$ cat src/pkg/rst_lock_regs.svh
// Register offsets, field positions, reset values and timing counts of the reset and lock block
`ifndef RST_LOCK_REGS_SVH
`define RST_LOCK_REGS_SVH
`define RL_OFF_KEY 4'h0
`define RL_OFF_LOCK0 4'h1
`define RL_OFF_RSTSRC 4'h2
`define RL_OFF_RSTMOD 4'h3
`define RL_OFF_DBGRUN 4'h4
`define RL_OFF_STATUS 4'h5
`define RL_OFF_SCRATCH 4'h6
`define RL_LOCK0_CLKRST_BIT 0
`define RL_LOCK0_RESET 32'h0000_0000
`define RL_RSTSRC_RESET 32'h0000_0000
`define RL_RSTMOD_RESET 5'h00
`define RL_DBGRUN_RESET 32'h0000_0000
`define RL_KEY_LEN 2
`define RL_KEY0 8'ha5
`define RL_KEY1 8'hf1
`define RL_RESET_VECTOR 32'h0000_0000
`define RL_CLKSEL_LPOSC 2'h0
`define RL_NUM_PERIPH 32
`define RL_APB_ALWAYS_ON 32'h0000_0003
`define RL_RELEASE_CYCLES 4'h3
`endif

$ cat src/pkg/rst_lock_pkg.sv
// Types for the reset and lock block
`default_nettype none
package rst_lock_pkg;
  typedef enum logic [1:0] {
    key_locked,
    key_partial,
    key_unlocked
  } key_state_type;
  typedef enum logic [1:0] {
    rst_active,
    rst_release,
    rst_run
  } rst_state_type;
  typedef struct packed {
    logic cpu_halt;
    logic [31:0] pc_init;
    logic [1:0] clk_sel;
    logic wdt_run;
    logic wdt_lfo;
    logic irq_off;
    logic timer_off;
    logic ahb_mem_clk_on;
  } core_ctrl_type;
  typedef struct packed {
    logic [15:0] latch_high;
    logic [15:0] open_drain;
    logic [15:0] weak_pullup;
  } port_safe_type;
endpackage
`default_nettype wire

$ cat src/rst_lock.sv
// Reset sequencer with peripheral key-and-lock write protection
//
// Implementation choices: the register addresses and the Avalon-MM slave port.
`timescale 1ns/1ns
`default_nettype none
`include "rst_lock_regs.svh"

// Operation
// [RQ1] Core is halted for as long as the reset state lasts
// [RQ2] Registers return to reset values; power-on-only fields keep theirs
// [RQ3] Port latches sit at one in open-drain mode during reset
// [RQ4] Weak pull-ups on during reset and left on afterward
// [RQ5] Reset disables all interrupts and timers
// [RQ6] Flash and RAM bus clocks are on during reset
// [RQ7] Peripheral clocks gated in reset except watchdog and DMA crossbar
// [RQ8] Reset never touches RAM contents
// [RQ9] Power-on or supply monitor reset drives reset pin low until exit
// [RQ10] On exit program counter cleared and low-power oscillator selected
// [RQ11] On exit watchdog runs from the low-frequency oscillator
// [RQ12] First fetch after release is from address zero
// [RQ13] Setting clock/reset lock bit blocks writes to reset-source registers
// [RQ14] Reset sources may also reset five selected modules
// [RQ15] Each lock word bit protects one peripheral group
// [RQ16] Lock words change only after the correct key sequence
// [RQ17] Any key write after unlocking locks the lock words again
// [RQ18] Key register read reports lock state
// [RQ19] Writes to locked peripherals are discarded
// [RQ20] Locked peripherals still read normally
// [RQ21] Per-module choice to freeze or run during debug halt
// [RQ22] Key values and length are parameters; wrong write restarts sequence (keys are defines here; the sequence is fixed at two steps, RL_KEY_LEN unused)
// [RQ23] Reset held until all sources drop, then released synchronously
module rst_lock (
  input wire logic i_clk_sys,
  input wire logic i_rst,
  input wire logic i_por,
  input wire logic i_supply_mon,
  input wire logic [7:0] i_other_rst_src,
  input wire logic i_dbg_halt,
  input wire logic [3:0] i_avs_address,
  input wire logic i_avs_read,
  input wire logic i_avs_write,
  input wire logic [31:0] i_avs_writedata,
  input wire logic [31:0] i_periph_wr_sel,
  output logic [31:0] o_avs_readdata,
  output logic o_avs_waitrequest,
  output logic o_in_reset,
  output logic o_rst_pin_out,
  output logic o_rst_pin_oe,
  output var rst_lock_pkg::core_ctrl_type o_core,
  output var rst_lock_pkg::port_safe_type o_port,
  output logic [31:0] o_apb_clk_en,
  output logic [31:0] o_periph_wr_allow,
  output logic [31:0] o_periph_freeze,
  output logic [4:0] o_module_rst
);
  rst_lock_pkg::rst_state_type rst_state_q;
  rst_lock_pkg::key_state_type key_state_q;
  logic [3:0] rel_cnt_q;
  logic hard_src_q;
  logic [31:0] lock0_q;
  logic [31:0] rstsrc_q;
  logic [4:0] rstmod_q;
  logic [31:0] dbgrun_q;
  logic [31:0] scratch_q;
  logic ack_q;
  logic any_src;
  logic wr_stb;
  logic rd_stb;
  logic in_rst;

  function automatic logic hit(input logic [3:0] a, input logic [3:0] off);
    hit = (a == off);
  endfunction

  assign any_src = i_por | i_supply_mon | (|i_other_rst_src);
  assign in_rst = (rst_state_q != rst_lock_pkg::rst_run);
  // One wait state per access; a write lands at the edge that sees waitrequest low,
  // so nothing changes before the master has been told its transfer is done
  assign wr_stb = i_avs_write & ack_q & ~in_rst;
  assign rd_stb = i_avs_read & ~ack_q;

  // Reset sequencer
  always_ff @(posedge i_clk_sys or posedge i_rst) begin
    if (i_rst) begin
      rst_state_q <= rst_lock_pkg::rst_active;
      rel_cnt_q <= 4'h0;
    end else if (any_src) begin
      rst_state_q <= rst_lock_pkg::rst_active; // RQ23
      rel_cnt_q <= 4'h0;
    end else begin
      case (rst_state_q)
        rst_lock_pkg::rst_active: begin
          rst_state_q <= rst_lock_pkg::rst_release;
          rel_cnt_q <= 4'h0;
        end
        rst_lock_pkg::rst_release: begin
          // Short settle count so a glitching source cannot release the core at once
          rel_cnt_q <= rel_cnt_q + 4'h1;
          if (rel_cnt_q == `RL_RELEASE_CYCLES - 4'h1) begin
            rst_state_q <= rst_lock_pkg::rst_run; // RQ23
          end
        end
        rst_lock_pkg::rst_run: rst_state_q <= rst_lock_pkg::rst_run;
        default: rst_state_q <= rst_lock_pkg::rst_active;
      endcase
    end
  end

  // Remember a power-on or supply-monitor cause until reset exit
  always_ff @(posedge i_clk_sys or posedge i_rst) begin
    if (i_rst) begin
      hard_src_q <= 1'b1;
    end else if (i_por | i_supply_mon) begin
      hard_src_q <= 1'b1;
    end else if (rst_state_q == rst_lock_pkg::rst_run) begin
      hard_src_q <= 1'b0;
    end
  end

  // Reset pin and core control outputs
  always_ff @(posedge i_clk_sys or posedge i_rst) begin
    if (i_rst) begin
      o_in_reset <= 1'b1;
      o_rst_pin_out <= 1'b0;
      o_rst_pin_oe <= 1'b1;
      o_core <= '{cpu_halt: 1'b1, pc_init: `RL_RESET_VECTOR, clk_sel: `RL_CLKSEL_LPOSC,
                  wdt_run: 1'b0, wdt_lfo: 1'b1, irq_off: 1'b1, timer_off: 1'b1,
                  ahb_mem_clk_on: 1'b1};
      o_apb_clk_en <= `RL_APB_ALWAYS_ON;
    end else begin
      o_in_reset <= in_rst;
      o_rst_pin_out <= 1'b0;
      o_rst_pin_oe <= in_rst & hard_src_q; // RQ9
      o_core.cpu_halt <= in_rst; // RQ1
      o_core.irq_off <= in_rst; // RQ5
      o_core.timer_off <= in_rst; // RQ5
      o_core.ahb_mem_clk_on <= 1'b1; // RQ6
      o_core.wdt_lfo <= 1'b1; // RQ11
      o_core.wdt_run <= ~in_rst; // RQ11
      if (in_rst) begin
        o_core.pc_init <= `RL_RESET_VECTOR; // RQ10 RQ12
        o_core.clk_sel <= `RL_CLKSEL_LPOSC; // RQ10
        o_apb_clk_en <= `RL_APB_ALWAYS_ON; // RQ7
      end else begin
        o_apb_clk_en <= 32'hffff_ffff;
      end
    end
  end

  // Safe pin state; pull-ups stay on after release, latches are left to the port block
  always_ff @(posedge i_clk_sys or posedge i_rst) begin
    if (i_rst) begin
      o_port <= '{latch_high: 16'hffff, open_drain: 16'hffff, weak_pullup: 16'hffff};
    end else begin
      o_port.weak_pullup <= 16'hffff; // RQ4
      o_port.latch_high <= in_rst ? 16'hffff : 16'h0000; // RQ3
      o_port.open_drain <= in_rst ? 16'hffff : 16'h0000; // RQ3
    end
  end

  // Module resets selected by the one reset-module register, the same for every source
  always_ff @(posedge i_clk_sys or posedge i_rst) begin
    if (i_rst) begin
      o_module_rst <= 5'h1f;
    end else begin
      o_module_rst <= in_rst ? rstmod_q : 5'h00; // RQ14
    end
  end

  // Key sequence for the lock words
  always_ff @(posedge i_clk_sys or posedge i_rst) begin
    if (i_rst) begin
      key_state_q <= rst_lock_pkg::key_locked;
    end else if (in_rst) begin
      key_state_q <= rst_lock_pkg::key_locked; // RQ2
    end else if (wr_stb && hit(i_avs_address, `RL_OFF_KEY)) begin
      case (key_state_q)
        rst_lock_pkg::key_locked:
          key_state_q <= (i_avs_writedata[7:0] == `RL_KEY0) ?
                         rst_lock_pkg::key_partial : rst_lock_pkg::key_locked; // RQ22
        rst_lock_pkg::key_partial:
          key_state_q <= (i_avs_writedata[7:0] == `RL_KEY1) ?
                         rst_lock_pkg::key_unlocked : rst_lock_pkg::key_locked; // RQ16 RQ22
        rst_lock_pkg::key_unlocked: key_state_q <= rst_lock_pkg::key_locked; // RQ17
        default: key_state_q <= rst_lock_pkg::key_locked;
      endcase
    end
  end

  // Lock words; these fields clear on every reset entry
  always_ff @(posedge i_clk_sys or posedge i_rst) begin
    if (i_rst) begin
      lock0_q <= `RL_LOCK0_RESET;
    end else if (in_rst) begin
      lock0_q <= `RL_LOCK0_RESET; // RQ2
    end else if (wr_stb && hit(i_avs_address, `RL_OFF_LOCK0)
                 && key_state_q == rst_lock_pkg::key_unlocked) begin
      lock0_q <= i_avs_writedata; // RQ16
    end
  end

  // Reset-source registers, guarded by the clock/reset lock bit
  always_ff @(posedge i_clk_sys or posedge i_rst) begin
    if (i_rst) begin
      rstsrc_q <= `RL_RSTSRC_RESET;
      rstmod_q <= `RL_RSTMOD_RESET;
    end else if (!lock0_q[`RL_LOCK0_CLKRST_BIT] && wr_stb) begin // RQ13
      if (hit(i_avs_address, `RL_OFF_RSTSRC)) begin
        rstsrc_q <= i_avs_writedata;
      end
      if (hit(i_avs_address, `RL_OFF_RSTMOD)) begin
        rstmod_q <= i_avs_writedata[4:0]; // RQ14
      end
    end
  end

  // Debug run enables; cleared by reset entry as ordinary fields
  always_ff @(posedge i_clk_sys or posedge i_rst) begin
    if (i_rst) begin
      dbgrun_q <= `RL_DBGRUN_RESET;
    end else if (in_rst) begin
      dbgrun_q <= `RL_DBGRUN_RESET; // RQ2
    end else if (wr_stb && hit(i_avs_address, `RL_OFF_DBGRUN)) begin
      dbgrun_q <= i_avs_writedata;
    end
  end

  // Scratch word stands for RAM: only i_rst clears it, not i_por or any other reset source
  always_ff @(posedge i_clk_sys or posedge i_rst) begin
    if (i_rst) begin
      scratch_q <= 32'h0000_0000;
    end else if (wr_stb && hit(i_avs_address, `RL_OFF_SCRATCH)) begin
      scratch_q <= i_avs_writedata; // RQ8
    end
  end

  // Peripheral write gating and debug freeze, one bit per group
  genvar g;
  generate
    for (g = 0; g < `RL_NUM_PERIPH; g++) begin : g_periph
      always_ff @(posedge i_clk_sys or posedge i_rst) begin
        if (i_rst) begin
          o_periph_wr_allow[g] <= 1'b1;
          o_periph_freeze[g] <= 1'b0;
        end else begin
          o_periph_wr_allow[g] <= ~lock0_q[g]; // RQ15 RQ19
          o_periph_freeze[g] <= i_dbg_halt & ~dbgrun_q[g]; // RQ21
        end
      end
    end
  endgenerate

  // Avalon slave: readback unaffected by lock state, unmapped reads zero
  always_ff @(posedge i_clk_sys or posedge i_rst) begin
    if (i_rst) begin
      ack_q <= 1'b0;
      o_avs_readdata <= 32'h0000_0000;
    end else begin
      ack_q <= (i_avs_read | i_avs_write) & ~ack_q;
      if (rd_stb) begin
        case (i_avs_address)
          `RL_OFF_KEY: o_avs_readdata <= {31'h0, key_state_q != rst_lock_pkg::key_unlocked}; // RQ18
          `RL_OFF_LOCK0: o_avs_readdata <= lock0_q; // RQ20
          `RL_OFF_RSTSRC: o_avs_readdata <= rstsrc_q;
          `RL_OFF_RSTMOD: o_avs_readdata <= {27'h0, rstmod_q};
          `RL_OFF_DBGRUN: o_avs_readdata <= dbgrun_q;
          `RL_OFF_STATUS: o_avs_readdata <= {30'h0, hard_src_q, in_rst};
          `RL_OFF_SCRATCH: o_avs_readdata <= scratch_q;
          default: o_avs_readdata <= 32'h0000_0000;
        endcase
      end
    end
  end

  always_ff @(posedge i_clk_sys or posedge i_rst) begin
    if (i_rst) begin
      o_avs_waitrequest <= 1'b1;
    end else begin
      o_avs_waitrequest <= ~((i_avs_read | i_avs_write) & ~ack_q);
    end
  end

  // Guards on the reset state
  halt_in_reset_a: assert property (@(posedge i_clk_sys) disable iff (i_rst) // RQ1
    in_rst |=> o_core.cpu_halt) else $error("core not halted in reset");
  pins_safe_a: assert property (@(posedge i_clk_sys) disable iff (i_rst) // RQ3
    in_rst |=> (o_port.latch_high == 16'hffff && o_port.open_drain == 16'hffff))
    else $error("pins not safe in reset");
  pullup_kept_a: assert property (@(posedge i_clk_sys) disable iff (i_rst) // RQ4
    ##1 o_port.weak_pullup == 16'hffff) else $error("pull-up dropped");
  irq_timer_off_a: assert property (@(posedge i_clk_sys) disable iff (i_rst) // RQ5
    in_rst |=> (o_core.irq_off && o_core.timer_off)) else $error("interrupts or timers live");
  mem_clk_on_a: assert property (@(posedge i_clk_sys) disable iff (i_rst) // RQ6
    in_rst |=> o_core.ahb_mem_clk_on) else $error("memory bus clock off in reset");
  apb_gated_a: assert property (@(posedge i_clk_sys) disable iff (i_rst) // RQ7
    in_rst |=> o_apb_clk_en == `RL_APB_ALWAYS_ON) else $error("apb clocks open");
  rst_pin_drive_a: assert property (@(posedge i_clk_sys) disable iff (i_rst) // RQ9
    (i_por || i_supply_mon) |=> ##1 o_rst_pin_oe) else $error("reset pin not driven");
  pin_released_a: assert property (@(posedge i_clk_sys) disable iff (i_rst) // RQ9
    !in_rst |=> !o_rst_pin_oe) else $error("reset pin driven after exit");
  exit_defaults_a: assert property (@(posedge i_clk_sys) disable iff (i_rst) // RQ10 RQ12
    $fell(in_rst) |=> (!o_core.cpu_halt && o_core.pc_init == `RL_RESET_VECTOR
    && o_core.clk_sel == `RL_CLKSEL_LPOSC)) else $error("wrong state at reset exit");
  wdt_running_a: assert property (@(posedge i_clk_sys) disable iff (i_rst) // RQ11
    !in_rst |=> (o_core.wdt_run && o_core.wdt_lfo)) else $error("watchdog not running");
  lock_cleared_a: assert property (@(posedge i_clk_sys) disable iff (i_rst) // RQ2
    in_rst |=> lock0_q == `RL_LOCK0_RESET) else $error("lock word kept through reset");
  fields_kept_a: assert property (@(posedge i_clk_sys) disable iff (i_rst) // RQ2 RQ8
    in_rst |=> ($stable(rstmod_q) && $stable(rstsrc_q) && $stable(scratch_q)))
    else $error("retained field changed in reset");
  module_rst_a: assert property (@(posedge i_clk_sys) disable iff (i_rst) // RQ14
    in_rst |=> o_module_rst == rstmod_q) else $error("module resets not applied");
  release_sync_a: assert property (@(posedge i_clk_sys) disable iff (i_rst) // RQ23
    ($fell(any_src)) |-> ##4 (rst_state_q == rst_lock_pkg::rst_run || any_src))
    else $error("release not timed");

  // Guards on the key, the lock words and the debug freeze
  lock_blocks_src_a: assert property (@(posedge i_clk_sys) disable iff (i_rst) // RQ13
    (lock0_q[`RL_LOCK0_CLKRST_BIT] && !in_rst) |=> ($stable(rstsrc_q) && $stable(rstmod_q)))
    else $error("locked source register changed");
  key_relock_a: assert property (@(posedge i_clk_sys) disable iff (i_rst) // RQ17
    (wr_stb && hit(i_avs_address, `RL_OFF_KEY) && key_state_q == rst_lock_pkg::key_unlocked)
    |=> key_state_q == rst_lock_pkg::key_locked) else $error("key did not relock");
  lock_needs_key_a: assert property (@(posedge i_clk_sys) disable iff (i_rst) // RQ16
    (key_state_q != rst_lock_pkg::key_unlocked && !in_rst) |=> $stable(lock0_q))
    else $error("lock word changed while locked");
  key_status_a: assert property (@(posedge i_clk_sys) disable iff (i_rst) // RQ18
    (rd_stb && hit(i_avs_address, `RL_OFF_KEY)) |=> o_avs_readdata[0]
    == $past(key_state_q != rst_lock_pkg::key_unlocked)) else $error("key status wrong");
  lock_readback_a: assert property (@(posedge i_clk_sys) disable iff (i_rst) // RQ20
    (rd_stb && hit(i_avs_address, `RL_OFF_LOCK0)) |=> o_avs_readdata
    == $past(lock0_q)) else $error("lock word readback wrong");
  wr_gate_a: assert property (@(posedge i_clk_sys) disable iff (i_rst) // RQ15 RQ19
    1'b1 |=> o_periph_wr_allow == ~$past(lock0_q)) else $error("write gate off lock word");
  freeze_a: assert property (@(posedge i_clk_sys) disable iff (i_rst) // RQ21
    1'b1 |=> o_periph_freeze == ({32{$past(i_dbg_halt)}} & ~$past(dbgrun_q)))
    else $error("debug freeze wrong");

  // Scenarios worth seeing in a run
  cov_unlock_c: cover property (@(posedge i_clk_sys) disable iff (i_rst)
    key_state_q == rst_lock_pkg::key_unlocked);
  cov_lockset_c: cover property (@(posedge i_clk_sys) disable iff (i_rst)
    lock0_q[`RL_LOCK0_CLKRST_BIT]);
  cov_release_c: cover property (@(posedge i_clk_sys) disable iff (i_rst)
    $rose(o_core.wdt_run));
  cov_hard_pin_c: cover property (@(posedge i_clk_sys) disable iff (i_rst)
    o_rst_pin_oe && !i_por);
  cov_freeze_c: cover property (@(posedge i_clk_sys) disable iff (i_rst)
    |o_periph_freeze);
endmodule // rst_lock
`default_nettype wire

$ cat config.mk
export PLATFORM = sky130hd
export DESIGN_NAME = rst_lock
export DESIGN_NICKNAME = d
export VERILOG_FILES = /design/src/pkg/rst_lock_pkg.sv /design/src/rst_lock.sv
export VERILOG_INCLUDE_DIRS = /design/src /design/src/pkg
export SDC_FILE = /design/constraint.sdc
export NUM_CORES = 1
export LEC_CHECK = 0
export ABC_AREA = 1
export BUFFER_PORTS_ARGS = -buffer_cell sky130_fd_sc_hd__buf_2
export CAP_MARGIN = 10
export CORE_ASPECT_RATIO = 1.2
export CORE_UTILIZATION = 52
export DETAILED_ROUTE_END_ITERATION = 8
export PLACE_DENSITY = 0.87
export SYNTH_ARGS = -nofsm -noshare
export SYNTH_HDL_FRONTEND = slang
export SYNTH_SLANG_ARGS = --single-unit
$ cat constraint.sdc
create_clock -name i_clk_sys -period 8.85 [get_ports i_clk_sys]
set_input_delay 0.885 -clock i_clk_sys [delete_from_list [all_inputs] [get_ports i_clk_sys]]
set_output_delay 0.885 -clock i_clk_sys [all_outputs]
set_load 0.02 [all_outputs]
==> flow_summary.ini, run 1 <==
[critical_path]
arrival_ns = 3.57
r2r_start = rst_state_q[0]
reg2reg_depth = 7
rrSetupSlack_ns = 5.64
reg2reg_to = dbgrun_q[31]
critPathKind = input pin to flop
critPathMaxFanout = 64
crit_required_ns = 9.18
end_kind = flop
start_kind = input pin

[power]
p_seq_share_pct = 49.5
pwr_density_cell_nw_per_um2 = 189
p_comb_share_pct = 6.7
clockPowerShare_pct = 43.8
power.leakage_nw = 6.19
power.switching_uw = 560
intPower_mw = 1.78
swShare_pct = 23.9
ir_drop_mv = 0.138

[floorplan]
die_area_um2 = 21700
initial_core_util_pct = 53.7
core_um2 = 20500
die_w_um = 135
placementRows = 57
pin_count = 308
die_y_um = 161

[run_status]
status = finished clean

[logic_synthesis]
synth_top_flop_cell = dfrtp_1
syn_avg_cell_area_um2 = 9.06
synth_area_um2 = 11000
async_flop_share_pct = 100
netlist_top_cells_count = nand2_1 (226), o21ai_0 (215), dfrtp_1 (207)
synthTopCellsByArea = dfrtp_1 (47%), dfstp_2 (9.8%), o21ai_0 (9.8%)
synth_edf_count = 0
synth_top_area_share_pct = 47.1
ys_ff_latch = 248
synth_top_area_cell = dfrtp_1
ys_warn_count = 0
yosysMostFrequentCell = nand2_1
ys_types = 31
yosysSeqAreaShare_pct = 56.9
syn_inst = 1214

[global_route]
grt_first_pass_wirelength_um = 41300
grt_util_all_layers_pct = 24.1
grt_remaining_overflow = 0
grt_start_max_net_pins = 88
antenna_found_initial = 2
grt_pass1_vias = 8249

[drt]
route.detailed.drc = 0
dr.pass1.iters = 6
wl_per_cell_um = 16.1
ant_nets = 0
vias = 8526
drt-vias-per-instance = 5.24
drtIter0Drc = 615
wl_um = 26300

[hold_path]
holdPathEnd = o_periph_wr_allow[17]
holdPathStages = 1
min_path_type = flop to flop
worstHoldStart = lock0_q[17]

[sta]
slew_viol_final = 0
hold_viol = 0
worst_pin_slew_ns = 1.18
tns_ns = 0
finalSetupViolCount = 0
fmax_ghz = 0.308
max_slew_margin_pct = 21.5
rsz0062_at_grt = no
period_share_pct = 36.6
clock_skew_ns = 0.0120
fin_crit_ns = 3.24

[clocking]
numCtsBuffers = 24
insertion_delay_ns = 0.51
clk_path_buf_depth = 3
cts_tree = yes
cts_resized = 0
clk_pin_slew_ns = 0.07
root_buffer = clkbuf_16
cts.sinks = 248
cts_htree_levels = 1
holdBufCountCts = 0
cts_setup_buffers = 0

[final_layout]
drive_gt1_share_pct = 24.2
areaGrowthSynthToFinish_pct = 12.5
nets = 1431
fin_area_um2 = 12400

[flow_run]
drv_cap = 0

[place]
hpwl_um = 16000
dpl_cell_area_um2 = 11600
gp_congestion = 0.868
io_buffers = 220
==> area by class of cell <==
type / count / area, µm²
multi-input combinational: 714 / 3310
antenna: 2 / 5.00
clock inverter: 9 / 83.8
sequential: 248 / 6260
timing repair buffer: 231 / 1180
tap: 265 / 332
clock buffer: 35 / 723
fill: 1654 / 8100
inverter: 124 / 473
==> flip-flops by register name, indices dropped and copies added (netlist names), 32 cells and up <==
register	cells
dbgrun_q	32
o_periph_freeze	32
scratch_q	32
o_avs_readdata	32
o_periph_wr_allow	32
rstsrc_q	32
lock0_q	32
==> power by group through the flow <==
| stage | registers [mW] | clock network, mW | logic, mW |
|---|---|---|---|
| after floorplan | 1.20 | 0 | 0.0938 |
| after global placement | 1.18 | 0 | 0.154 |
| after detailed placement | 1.18 | 0 | 0.156 |
| after CTS | 1.16 | 1.04 | 0.158 |
| after global routing | 1.16 | 1.09 | 0.171 |
| final | 1.16 | 1.03 | 0.157 |
==> cells by family (layout without fill, tap and decap cells) <==
group | count (synthesis) | in the layout | synth area share [%]
AO/OA/AOI/OAI | 226 | 226 | 10.5
XOR/XNOR | 2 | 2 | 0.159
flip-flops | 248 | 248 | 56.9
other | 2 | 57 | 0.0683
adder cells (fa/ha/maj) | 5 | 5 | 0.569
buffers and inverters | 305 | 399 | 15.0
AND/OR/NAND/NOR | 426 | 426 | 16.9
==> worst max path at each step <==
stage	cells past startpoint	slack, ns	to	startpoint
after global routing	7	5.43	dbgrun_q[31]	rst_state_q[0]
after floorplan	1	1.22	ack_q	i_rst
after detailed placement	6	5.22	scratch_q[19]	i_avs_address[1]
after CTS	7	5.65	dbgrun_q[31]	rst_state_q[0]
final	6	5.61	scratch_q[19]	i_avs_address[1]
after global placement	6	5.33	scratch_q[6]	i_avs_address[1]
==> critical path, stage by stage <==
cell     delay, ns
buf_2         0.17
inv_2         0.06
nor2_4        0.85
nand2_4       0.50
nor2_8        0.81
o21ai_0       0.27
==> per-layer routing <==
layer / global-route usage [%] / part of all wire (%) / vias up
met5: 0 / 0 / -
met4: 12.3 / 3.5 / 0
met3: 3.52 / 7.9 / 63
met2: 40.4 / 49 / 479
met1: 30.2 / 39 / 4036
li1: - / - / 3948
==> cell usage in the layout, fill, tap and decap left out, types with 4 or more instances in the layout <==
master,n
dfrtp_1,207
nand3_1,117
clkbuf_16,25
ha_1,4
nor2_4,5
nor2_1,62
conb_1,55
clkbuf_8,6
nand2_1,226
clkinv_2,4
buf_2,220
buf_4,11
o21ai_1,7
inv_1,122
dfstp_2,41
nand4_1,4
o21ai_0,215
clkbuf_1,4
==> metrics by stage <==
stage / power, mW / instances / utilization [%] / hold WS, ns / setup slack [ns]
after floorplan: 1.29 / 1267 / - / 0.371 / 1.22
after global placement: 1.33 / 1582 / 56.5 / 0.380 / 5.33
after detailed placement: 1.34 / 1582 / 56.5 / 0.380 / 5.22
after CTS: 2.36 / 1626 / 60.4 / 0.387 / 5.65
after global routing: 2.42 / 1628 / 60.4 / 0.416 / 5.43
final: 2.34 / 1628 / 60.4 / 0.385 / 5.61
No activity file was read; power rests on OpenSTA's default activity.
==> run 2, diff against run 1 <==
--- a/config.mk
+++ b/config.mk
@@ -6,13 +6,13 @@
 export SDC_FILE = /design/constraint.sdc
 export NUM_CORES = 1
 export LEC_CHECK = 0
-export ABC_AREA = 1
+export ABC_AREA = 0
 export BUFFER_PORTS_ARGS = -buffer_cell sky130_fd_sc_hd__buf_2
 export CAP_MARGIN = 10
 export CORE_ASPECT_RATIO = 1.2
-export CORE_UTILIZATION = 52
+export CORE_UTILIZATION = 53
 export DETAILED_ROUTE_END_ITERATION = 8
-export PLACE_DENSITY = 0.87
+export PLACE_DENSITY = 0.88
 export SYNTH_ARGS = -nofsm -noshare
 export SYNTH_HDL_FRONTEND = slang
 export SYNTH_SLANG_ARGS = --single-unit
==> constraint.sdc (replaced) <==
create_clock -name i_clk_sys -period 3 [get_ports i_clk_sys]
set_input_delay 0.3 -clock i_clk_sys [delete_from_list [all_inputs] [get_ports i_clk_sys]]
set_output_delay 0.3 -clock i_clk_sys [all_outputs]
set_load 0.02 [all_outputs]
==> run 2 against run 1 <==
Effect of this change:
- the run now ends with hold timing left
- critical path type is now flop to flop
- die area down 1.8%
- critical endpoint is now lock0_q[18]
- global-route usage increased by 2.5 points
- non-clock buffer count is 25 higher
==> flow_summary.ini, run 2 <==
[logic_synthesis]
ys_warn_count = 0
synth_top_area_cell = dfrtp_1
synth_top_area_share_pct = 47.1
ys_ff_latch = 248
netlist_top_cells_count = dfrtp_1 (207), nand2_1 (144), buf_4 (126)
yosysSeqAreaShare_pct = 56.9
syn_avg_cell_area_um2 = 11.3
synthTopCellsByArea = dfrtp_1 (47%), dfstp_2 (9.8%), buf_4 (8.6%)
yosysMostFrequentCell = dfrtp_1
async_flop_share_pct = 100
syn_inst = 972
synth_area_um2 = 11000
ys_types = 53
synth_top_flop_cell = dfrtp_1
synth_edf_count = 0

[sta]
hold_slack_ns = -0.0178
fin_crit_ns = 2.24
clock_skew_ns = 0.00969
hold_viol = 12
period_share_pct = 74.8
worst_pin_slew_ns = 0.931
rsz0062_at_grt = no
fmax_ghz = 0.446
finalSetupViolCount = 0
slew_viol_final = 0
max_slew_margin_pct = 37.8

[hold_path]
min_path_type = input pin to async pin

[place]
hpwl_um = 18100
dpl_cell_area_um2 = 11800
io_buffers = 220
gp_congestion = 0.813

[final_layout]
fill_cells = 1527
layout_common_cells = buf_2 (220), dfrtp_1 (207), nand2_1 (144), a21oi_1 (68), mux2_2 (63)
layout_commonest_cell = buf_2
drive_gt1_share_pct = 36.3
fin_area_um2 = 12600
areaGrowthSynthToFinish_pct = 14.7
nets = 1217

[global_route]
grt_remaining_overflow = 0
grt_first_pass_wirelength_um = 43800
grt_pass1_vias = 8001
grt_start_max_net_pins = 67
antenna_found_initial = 5
grt_util_all_layers_pct = 26.6

[clocking]
clk_path_buf_depth = 3
clk_pin_slew_ns = 0.06
insertion_delay_ns = 0.51
root_buffer = clkbuf_16
cts_setup_buffers = 0
cts.sinks = 248
numCtsBuffers = 24
cts_htree_levels = 1
holdBufCountCts = 1
cts_resized = 0
cts_tree = yes

[critical_path]
crit_start = rst_state_q[0]
reg2reg_to = lock0_q[18]
max_stage_delay_ns = 0.57
path_delay_family = simple AND/OR/NAND/NOR gates
arrival_ns = 2.59
path_cells = inv_1, ha_1, buf_4, nand4b_4, or4b_1, buf_4, nand2_1, a21oi_1
critPathKind = flop to flop
path_buf_inv = 3
reg2reg_depth = 8
crit_required_ns = 3.34
critPathMaxFanout = 18
slowest_stage = or4b_1
end_kind = flop
rrSetupSlack_ns = 0.76
start_kind = flop
crit_top_cell = buf_4
r2r_start = rst_state_q[0]

[drt]
wl_um = 27700
route.detailed.drc = 0
vias = 7922
wl_per_cell_um = 19.6
dr.pass1.iters = 5
drt-vias-per-instance = 5.59
drtIter0Drc = 700
ant_nets = 0

[run_status]
violations = hold timing
status = finished, violations left

[power]
power.total_mw = 6.78
pwr_density_cell_nw_per_um2 = 537
ir_drop_mv = 0.418
power.leakage_nw = 5.85

[floorplan]
die_w_um = 133
core_um2 = 20300
pin_count = 308
die_area_um2 = 21300
placementRows = 57
initial_core_util_pct = 54.1
die_y_um = 160

[flow_run]
drv_cap = 0
run 2: cell types whose count changed after synthesis, sizes merged, moves of 14 or more:
cell	delta
a21oi	+66
a22o	+14
a22oi	+42
inv	-83
mux2	+71
mux2i	+21
nand2	-83
nand3	-115
nor2	-59
nor2b	+46
o21ai	-219
o221ai	+14
o22ai	+14
run 2: metal layers:
layer	track usage (%)	routed length, µm
met1	33.3	10300
met2	45.1	14100
met3	3.90	2210
met4	13.0	1050
met5	0	0
run 2: worst max path at each step:
stage / end / slack, ns / cells past startpoint
2_1_floorplan: ack_q / -0.53 / 1
3_3_place_gp: lock0_q[18] / 0.70 / 7
3_5_place_dp: lock0_q[31] / 0.63 / 7
4_1_cts: lock0_q[18] / 0.76 / 8
5_1_grt: lock0_q[31] / 0.64 / 8
6_report: lock0_q[18] / 0.76 / 8
run 2: layout make-up:
type                       count  area, µm²  area share, %
multi-input combinational    558       3640           28.8
inverter                      41        158           1.25
sequential                   248       6260           49.6
antenna                        5       12.5         0.0992
clock inverter                 9       47.5          0.377
timing repair buffer         256       1440           11.4
clock buffer                  35        733           5.81
tap                          265        332           2.63
run 2: cell families (layout without fill, tap and decap cells):
kind of cell    after synthesis  after routing  share of synthesized area (%)
flops                       248            248                           56.9
other cells                   2             60                         0.0683
buf+inv                     219            341                           12.2
mux                          92             92                           9.18
xor+xnor                      2              2                          0.159
fa+ha+maj                     5              5                          0.569
compound gates              171            171                           10.5
simple gates                233            233                           10.4
run 2: report_power, final:
| group | switching (mW) | internal (mW) | total (mW) | leakage, nW |
|---|---|---|---|---|
| clock | 1.25 | 1.69 | 2.94 | 0.393 |
| sequential | 0.0128 | 3.38 | 3.39 | 3.25 |
| combinational | 0.331 | 0.111 | 0.442 | 2.21 |
| total | 1.59 | 5.18 | 6.78 | 5.85 |
run 2: stage by stage:
stage | TNS, ns | util, % | setup WS (ns) | std cells
3_5_place_dp | 0 | 58.1 | 0.635 | 1367
6_report | 0 | 62.1 | 0.757 | 1417
4_1_cts | 0 | 62.0 | 0.759 | 1412
5_1_grt | 0 | 62.1 | 0.641 | 1417
3_3_place_gp | 0 | 58.1 | 0.701 | 1367
2_1_floorplan | -108.93 | - | -0.526 | 1025
